### src/logic/ebpi_params.svh
/*
  Constants of the external bus pin interface: widths, select count, DRAM select, master id codes.
  Assumes it is included once per compilation unit by its bare name.
*/
// Summary of operation
// Drive 25-bit byte address; float it while bus is released.
// 16-bit areas use low sixteen lanes; 8-bit areas use lowest eight.
// Byte access to 32-bit area uses lane chosen by low address bits.
// Basic spaces pulse cycle start for one cycle with first address.
// Space 3 select stays off for DRAM; all selects float when released.
// Direction output shows read or write; serves DRAM write enable.
// Read strobe low during reads; external buffers drive only then.
// Shared strobe is output enable for EDO, column strobe for SDRAM.
// External master requests bus; grant answers; bus floats while released.
// SDRAM clock enable controlled to enter and hold self-refresh.
// Refresh due is signalled while released; master should return bus.
// Four lane strobes map per lane: SDRAM mask, ordinary write enables.
// DRAM gets four column strobes, one per byte lane.
// Master id: 00 processor, 01 dma, 10 ethernet dma, 11 other.
// Force-float with wait floats bus without completing cycle.
// Vector fetch marks vector cycles and stays driven when released.
// Wait extends the cycle; wait is ignored while released.
`ifndef EBPI_PARAMS_SVH
`define EBPI_PARAMS_SVH
`define EBPI_ADDR_W 25
`define EBPI_DATA_W 32
`define EBPI_NUM_CS 5
`define EBPI_DRAM_CS 3
`define EBPI_ID_CPU 2'h0
`define EBPI_ID_DMA 2'h1
`define EBPI_ID_EDMA 2'h2
`define EBPI_ID_OTHER 2'h3
`endif

### src/logic/ebpi_pkg.sv
/*
  Types of the external bus pin interface.
  Assumes ebpi_params.svh is available on the include path.
*/
`include "ebpi_params.svh"
package ebpi_pkg;
  typedef enum logic [1:0] {
    EBPI_MEM_NORMAL = 2'h0,
    EBPI_MEM_DRAM = 2'h1,
    EBPI_MEM_EDO = 2'h2,
    EBPI_MEM_SDRAM = 2'h3
  } ebpi_mem_t;
  typedef enum logic [1:0] {
    EBPI_WID_8 = 2'h0,
    EBPI_WID_16 = 2'h1,
    EBPI_WID_32 = 2'h2
  } ebpi_width_t;
  typedef enum logic [1:0] {
    EBPI_MST_CPU = 2'h0,
    EBPI_MST_DMA = 2'h1,
    EBPI_MST_EDMA = 2'h2,
    EBPI_MST_OTHER = 2'h3
  } ebpi_master_t;
  typedef enum logic [1:0] {
    EBPI_ST_IDLE = 2'h0,
    EBPI_ST_ACCESS = 2'h1,
    EBPI_ST_RELEASED = 2'h2
  } ebpi_state_t;
  typedef struct packed {
    logic [`EBPI_ADDR_W-1:0] addr;
    logic [`EBPI_DATA_W-1:0] wdata;
    logic write;
    logic [1:0] size;
    logic [2:0] space;
    ebpi_mem_t mem;
    ebpi_width_t width;
    ebpi_master_t master;
    logic vector;
  } ebpi_req_t;
endpackage

### src/logic/ebpi_bus.sv
/*
  External bus pin interface: drives address, data lanes and strobes for one
  access per request, arbitrates release to an external master.
  Assumes a single 10 MHz clock, an internal requester on the same clock and
  pins resolved outside from the output enables.
*/
`include "ebpi_params.svh"
module ebpi_bus (
  input wire logic i_clock,
  input wire logic i_nrst,
  input wire logic i_ce,
  input wire logic i_req_valid,
  input ebpi_pkg::ebpi_req_t i_req,
  output logic o_req_ready,
  output logic o_rsp_valid,
  output logic [`EBPI_DATA_W-1:0] o_rsp_data,
  input wire logic i_refresh_due,
  input wire logic i_self_refresh,
  input wire logic [`EBPI_DATA_W-1:0] i_data_in,
  output logic [`EBPI_DATA_W-1:0] o_data_out,
  output logic o_data_oe,
  output logic [`EBPI_ADDR_W-1:0] o_addr_out,
  output logic [`EBPI_NUM_CS-1:0] o_space_select_n,
  output logic o_cycle_start_n,
  output logic o_rd_wr_n,
  output logic o_read_n,
  output logic o_cas_oe_n,
  output logic o_lane3_strobe_n,
  output logic o_lane2_strobe_n,
  output logic o_lane1_strobe_n,
  output logic o_lane0_strobe_n,
  output logic o_col_lane3_n,
  output logic o_col_lane2_n,
  output logic o_col_lane1_n,
  output logic o_col_lane0_n,
  output logic o_bus_oe,
  input wire logic i_wait_n,
  input wire logic i_force_float_n,
  input wire logic i_release_request_n,
  output logic o_grant_out_n,
  output logic o_sdram_cke,
  output logic o_vector_fetch_n,
  output logic o_refresh_due_n,
  output logic [1:0] o_master_id
);
  logic [1:0] pin_s1_reg;
  logic [1:0] pin_s2_reg;
  logic rel_s1_reg;
  logic rel_s2_reg;
  always_ff @(posedge i_clock or negedge i_nrst) begin
    if (!i_nrst) begin
      pin_s1_reg <= 2'h3;
      pin_s2_reg <= 2'h3;
      rel_s1_reg <= 1'b1;
      rel_s2_reg <= 1'b1;
    end else if (i_ce) begin
      pin_s1_reg <= {i_wait_n, i_force_float_n};
      pin_s2_reg <= pin_s1_reg;
      rel_s1_reg <= i_release_request_n;
      rel_s2_reg <= rel_s1_reg;
    end
  end
  wire wait_act = !pin_s2_reg[1];
  wire float_act = !pin_s2_reg[0] && wait_act;
  wire rel_req = !rel_s2_reg;

  ebpi_pkg::ebpi_state_t state_reg;
  ebpi_pkg::ebpi_state_t state_next;
  ebpi_pkg::ebpi_req_t cur_reg;
  logic first_reg;
  logic [`EBPI_DATA_W-1:0] rdata_reg;
  logic rsp_reg;
  logic cke_reg;

  wire in_access = state_reg == ebpi_pkg::EBPI_ST_ACCESS;
  wire released = state_reg == ebpi_pkg::EBPI_ST_RELEASED;
  wire take = state_reg == ebpi_pkg::EBPI_ST_IDLE && i_req_valid && !rel_req;
  // Wait is only seen while the device owns the bus, never during release.
  wire stretch = in_access && wait_act;
  wire finish = in_access && !wait_act;
  wire is_dram = cur_reg.mem == ebpi_pkg::EBPI_MEM_DRAM ||
                 cur_reg.mem == ebpi_pkg::EBPI_MEM_EDO;
  wire is_sdram = cur_reg.mem == ebpi_pkg::EBPI_MEM_SDRAM;
  wire is_basic = cur_reg.mem == ebpi_pkg::EBPI_MEM_NORMAL;

  always_comb begin
    state_next = state_reg;
    case (state_reg)
      ebpi_pkg::EBPI_ST_IDLE: begin
        if (rel_req) begin
          state_next = ebpi_pkg::EBPI_ST_RELEASED;
        end else if (i_req_valid) begin
          state_next = ebpi_pkg::EBPI_ST_ACCESS;
        end
      end
      ebpi_pkg::EBPI_ST_ACCESS: begin
        if (finish) begin
          state_next = ebpi_pkg::EBPI_ST_IDLE;
        end
      end
      ebpi_pkg::EBPI_ST_RELEASED: begin
        if (!rel_req) begin
          state_next = ebpi_pkg::EBPI_ST_IDLE;
        end
      end
      default: state_next = ebpi_pkg::EBPI_ST_IDLE;
    endcase
  end

  // Byte lane mask from size, width and low address bits.
  logic [3:0] lanes;
  always_comb begin
    lanes = 4'hF;
    case (cur_reg.width)
      ebpi_pkg::EBPI_WID_8: lanes = 4'h1;
      ebpi_pkg::EBPI_WID_16: lanes = (cur_reg.size == 2'h0) ?
        (cur_reg.addr[0] ? 4'h1 : 4'h2) : 4'h3;
      ebpi_pkg::EBPI_WID_32: begin
        if (cur_reg.size == 2'h0) begin
          lanes = 4'h8 >> cur_reg.addr[1:0];
        end else if (cur_reg.size == 2'h1) begin
          lanes = cur_reg.addr[1] ? 4'h3 : 4'hC;
        end
      end
      default: lanes = 4'hF;
    endcase
  end

  // A byte goes out on every lane so that each width finds it on its own lane.
  wire [`EBPI_DATA_W-1:0] lane_data = (cur_reg.size == 2'h0) ?
    {4{cur_reg.wdata[7:0]}} : cur_reg.wdata;
  wire [7:0] byte_16 = cur_reg.addr[0] ? i_data_in[7:0] : i_data_in[15:8];
  wire [7:0] byte_sel = cur_reg.width == ebpi_pkg::EBPI_WID_32 ?
    i_data_in[8*(3-cur_reg.addr[1:0]) +: 8] :
    (cur_reg.width == ebpi_pkg::EBPI_WID_16 ? byte_16 : i_data_in[7:0]);
  wire [`EBPI_DATA_W-1:0] cap_data = (cur_reg.size == 2'h0) ? {24'h000000, byte_sel} :
    (cur_reg.width == ebpi_pkg::EBPI_WID_32 && cur_reg.size == 2'h1) ?
    {16'h0000, cur_reg.addr[1] ? i_data_in[15:0] : i_data_in[31:16]} : i_data_in;

  always_ff @(posedge i_clock or negedge i_nrst) begin
    if (!i_nrst) begin
      state_reg <= ebpi_pkg::EBPI_ST_IDLE;
      cur_reg <= '0;
      first_reg <= 1'b0;
      rdata_reg <= '0;
      rsp_reg <= 1'b0;
      cke_reg <= 1'b1;
    end else if (i_ce) begin
      state_reg <= state_next;
      first_reg <= take;
      rsp_reg <= finish;
      if (take) begin
        cur_reg <= i_req;
      end
      if (finish && !cur_reg.write) begin
        rdata_reg <= cap_data;
      end
      cke_reg <= !i_self_refresh;
    end
  end

  // A forced float drops the drivers mid-cycle; the cycle is stretched, not ended.
  wire drive = !released && !float_act;
  wire act = in_access && !float_act;
  wire rd = act && !cur_reg.write;
  wire wr = act && cur_reg.write;
  logic [`EBPI_NUM_CS-1:0] cs_on;
  always_comb begin
    cs_on = '0;
    cs_on[cur_reg.space] = act;
    if (cur_reg.space == 3'(`EBPI_DRAM_CS) && is_dram) begin
      cs_on[cur_reg.space] = 1'b0;
    end
  end

  assign o_req_ready = state_reg == ebpi_pkg::EBPI_ST_IDLE && !rel_req;
  assign o_rsp_valid = rsp_reg;
  assign o_rsp_data = rdata_reg;
  assign o_bus_oe = drive;
  assign o_addr_out = cur_reg.addr;
  assign o_data_out = lane_data;
  assign o_data_oe = wr && drive;
  assign o_space_select_n = ~cs_on;
  assign o_cycle_start_n = !(act && first_reg && is_basic);
  assign o_rd_wr_n = !wr;
  assign o_read_n = !rd;
  assign o_cas_oe_n = !((cur_reg.mem == ebpi_pkg::EBPI_MEM_EDO && rd) ||
    (is_sdram && act));
  // For SDRAM the pin is a mask: low on the lanes in use, high on the rest.
  assign o_lane3_strobe_n = !(act && (is_sdram ? lanes[3] : cur_reg.write && lanes[3]));
  assign o_lane2_strobe_n = !(act && (is_sdram ? lanes[2] : cur_reg.write && lanes[2]));
  assign o_lane1_strobe_n = !(act && (is_sdram ? lanes[1] : cur_reg.write && lanes[1]));
  assign o_lane0_strobe_n = !(act && (is_sdram ? lanes[0] : cur_reg.write && lanes[0]));
  assign o_col_lane3_n = !(act && is_dram && lanes[3]);
  assign o_col_lane2_n = !(act && is_dram && lanes[2]);
  assign o_col_lane1_n = !(act && is_dram && lanes[1]);
  assign o_col_lane0_n = !(act && is_dram && lanes[0]);
  assign o_grant_out_n = !released;
  assign o_sdram_cke = cke_reg;
  assign o_vector_fetch_n = !(in_access && cur_reg.vector);
  assign o_refresh_due_n = !(released && i_refresh_due);
  assign o_master_id = cur_reg.master;
endmodule

### config.mk
export PLATFORM = sky130hd
export DESIGN_NAME = ebpi_bus
export DESIGN_NICKNAME = d
export VERILOG_FILES = /design/src/logic/ebpi_pkg.sv /design/src/logic/ebpi_bus.sv
export VERILOG_INCLUDE_DIRS = /design/src /design/src/logic
export SDC_FILE = /design/constraint.sdc
export NUM_CORES = 1
export LEC_CHECK = 0
export CAP_MARGIN = 20
export CORE_MARGIN = 2
export CORE_UTILIZATION = 69
export CTS_CLUSTER_SIZE = 28
export DETAILED_ROUTE_END_ITERATION = 7
export DONT_BUFFER_PORTS = 1
export PLACE_DENSITY = 0.86
export SLEW_MARGIN = 20
export SYNTH_ARGS = -nofsm -noshare
export SYNTH_HDL_FRONTEND = slang
export SYNTH_SLANG_ARGS = --single-unit
### constraint.sdc
create_clock -name i_clock -period 4.2 [get_ports i_clock]
set_input_delay 0.63 -clock i_clock [delete_from_list [all_inputs] [get_ports i_clock]]
set_output_delay 0.63 -clock i_clock [all_outputs]
set_load 0.03 [all_outputs]
==> impl_metrics.tcl <==
set metrics [dict create \
    status "finished, final reports clean" \
    grt_pass1_wl_mm 20.3 \
    worst_pin_slew_ns 1.01 \
    wl_mm 13.6 \
    p_seq_share_pct 45.7 \
    dominantRegCellSynth "dfrtp_1" \
    reg2reg_from "state_reg[1]$_DFFE_PN0P_" \
    portBuffers 0 \
    synth.area.top_cells "dfrtp_1 46%, mux2_2 16%, buf_4 5.7%" \
    final_nets 583 \
    setup_viol 0 \
    min_period_ns 3.39 \
    maxSlewViolCount 0 \
    yosysUniqueCellTypes 48 \
    crit_buf_inv 1 \
    cts_root_buf "clkbuf_8" \
    wl_per_cell_um 23.0 \
    cts_inserted_buffers 17 \
    drtIter0Drc 189 \
    critPathSlowestCell "dfrtp_1" \
    netlist_area_um2 5810 \
    ys_warn_count 0 \
    htree_num_levels 4 \
    synthCells 516 \
    gr-total-overflow 0 \
    path_max_fanout 23 \
    critPathRequiredTime_ns 3.57 \
    clock-sinks 113 \
    routabilityCongestion 0.863 \
    syn_to_final_growth_pct 4.67 \
    path_delay_family "flip-flops" \
    switchingPower_mw 2.85 \
    synth_seq_area_share_pct 48.8 \
    worstRegToRegCells 4 \
    multiInputGateArea_um2 2440 \
    cts_buffer_depth 2 \
    intPower_mw 3.05 \
    ys_ff_latch 113 \
    slew_headroom_pct 32.9 \
    stdcell_count 589 \
    setup_tns_ns 0 \
    dpl-instance-area_um2 5500 \
    synth_area_per_cell_um2 11.3 \
    ff_latch_area_um2 2840 \
    hp-class "in2async" \
    peakVddDrop_v 0.000607 \
    syn_nets 630 \
    min_period_over_period_pct 80.7 \
    die_area_um2 9170 \
    final_hold_viol_count 0 \
    ant_nets 0 \
    die_w_um 95.8 \
    die_h_um 95.8 \
    netlist_top_cells_count "106 x dfrtp_1, 82 x mux2_2, 75 x nand2_1" \
    finClkSkew_ns 0.0115 \
    cts_tree "done" \
    rsz0062_at_grt "false" \
    via_per_inst 6.71 \
    crit_chain "inv_1, o31a_1, a2bb2oi_1, nand3_1" \
    clock_latency_ns 0.51 \
    maxCapViolations 0 \
    rrSetupSlack_ns 1.50 \
    timing.fmax_ghz 0.295 \
    dr.pass1.iters 6 \
    async_reset_ff_share_pct 100 \
    dp_cells 554 \
    clk_pin_slew_ns 0.06 \
    leakagePower_nw 2.71 \
    start_util_pct 71.1 \
    stdcell_area_um2 6080 \
    crit_path_max_incr_delay_ns 1.01 \
    antenna_found_initial 3 \
    swShare_pct 48.4 \
    start_kind "register" \
    crit_path_end_kind "output pin" \
    cp.arrival_ns 2.76 \
    largest_reg_flops 43 \
    postCtsSetupBuffers 0 \
    criticalPathCategory "reg2out" \
    post-route-drc-count 0 \
    synth.most_common_cell "dfrtp_1" \
    regToRegEndpoint "o_rsp_data[29]$_DFFE_PN0P_" \
    yosysTopAreaCellShare_pct 45.7 \
    core_um2 8180 \
    dp_hpwl_mm 9.13 \
    p_comb_share_pct 31.9 \
    drive_gt1_share_pct 29.5 \
    io_pins 227 \
    grt_pass1_vias 3905 \
    row_count 33 \
    track_usage_pct 29.7 \
    synth-edff-count 0 \
    vias 3951 \
    clockPowerShare_pct 22.4 \
    power.density_nw_per_um2 970 \
    fillers 537 \
    grt_max_degree 114 \
    synth_top_cell_by_area "dfrtp_1" \
]
-- metrics by stage --
| step | worst slack [ns] | hold slack [ns] | total power [mW] | utilization (%) |
|---|---|---|---|---|
| 5_1_grt | 0.660 | 0.0925 | 6.19 | 74.3 |
| 3_3_place_gp | 1.52 | 0.337 | 4.44 | 67.3 |
| 3_5_place_dp | 1.45 | 0.338 | 4.53 | 67.3 |
| 6_report | 0.811 | 0.0546 | 5.90 | 74.4 |
| 4_1_cts | 0.849 | 0.0783 | 5.91 | 74.3 |
| 2_1_floorplan | 1.84 | 0.334 | 4.49 | - |
-- kinds of logic after synthesis --
kind of cell,Yosys count,share of synthesized area [%]
compound gates,101,14.0
fa+ha+maj,3,0.646
buf+inv,87,9.17
flops,113,48.8
mux,90,17.3
simple gates,122,10.1
-- worst max path at each step --
stage / to / cells after the start / startpoint / slack (ns)
final: o_col_lane1_n / 4 / o_addr_out[0]$_DFFE_PN0P_ / 0.81
after global routing: o_col_lane1_n / 4 / o_addr_out[0]$_DFFE_PN0P_ / 0.66
after CTS: o_col_lane1_n / 4 / o_addr_out[0]$_DFFE_PN0P_ / 0.85
after detailed placement: o_col_lane1_n / 4 / o_addr_out[0]$_DFFE_PN0P_ / 1.45
after global placement: o_col_lane1_n / 4 / o_addr_out[0]$_DFFE_PN0P_ / 1.52
after floorplan: cur_reg[10]$_DFFE_PN0P_ / 5 / rel_s2_reg$_DFFE_PN1P_ / 1.84
-- power groups by stage --
stage                     sequential, mW  clock [mW]  combinational (mW)
after CTS                           2.69        1.34                1.88
after floorplan                     2.11           0                2.38
after detailed placement            2.69           0                1.84
after global placement              2.67           0                1.76
after global routing                2.76        1.39                2.03
final                               2.69        1.32                1.88
-- layer usage --
layer  GRT usage, %  routed length (µm)
met5              0                  13
met4           10.7                 252
met3           12.4                1460
met2           48.9                6950
met1           35.2                4890
-- worst register-to-register path: cells and delay by family, from the launching register on --
| kind | cells | cell delay, ns |
|---|---|---|
| and+or+nand+nor | 3 | 1.98 |
| AOI/OAI and AO/OA | 1 | 0.25 |
| DFF | 1 | 0.41 |
-- final cells by class --
cell class	count	area share [%]
Antenna cell	2	0.0823
Clock buffer	18	7.04
Clock inverter	14	2.00
Inverter	16	0.987
Multi-Input combinational cell	316	40.2
Sequential cell	113	46.6
Tap cell	105	2.16
Timing Repair Buffer	5	0.946
-- cells in the final DEF, fill, tap and decap left out, types with 3 or more instances in the layout --
cell type   instances
a21oi_1             3
a221oi_1           13
a22o_1             24
a22oi_1             8
a31oi_1             7
and2_1             10
buf_4               4
clkbuf_16          16
clkinv_4            4
clkinvlp_4          3
dfrtp_1           106
dfstp_2             7
ha_1                3
inv_1              16
inv_6               6
mux2_2             82
mux2i_1             8
nand2_1            75
nand3_1             7
nand3b_1            3
nor2_1              7
nor2b_1             5
o21ai_0            19
o221ai_1            7
o22ai_2             8
-- repair_timing --
item	4_1_cts	5_1_grt
hold buffers	1	0
gates resized for setup	0	0
endpoints found under the hold margin	113	0
No activity file was read; power rests on OpenSTA's default activity.
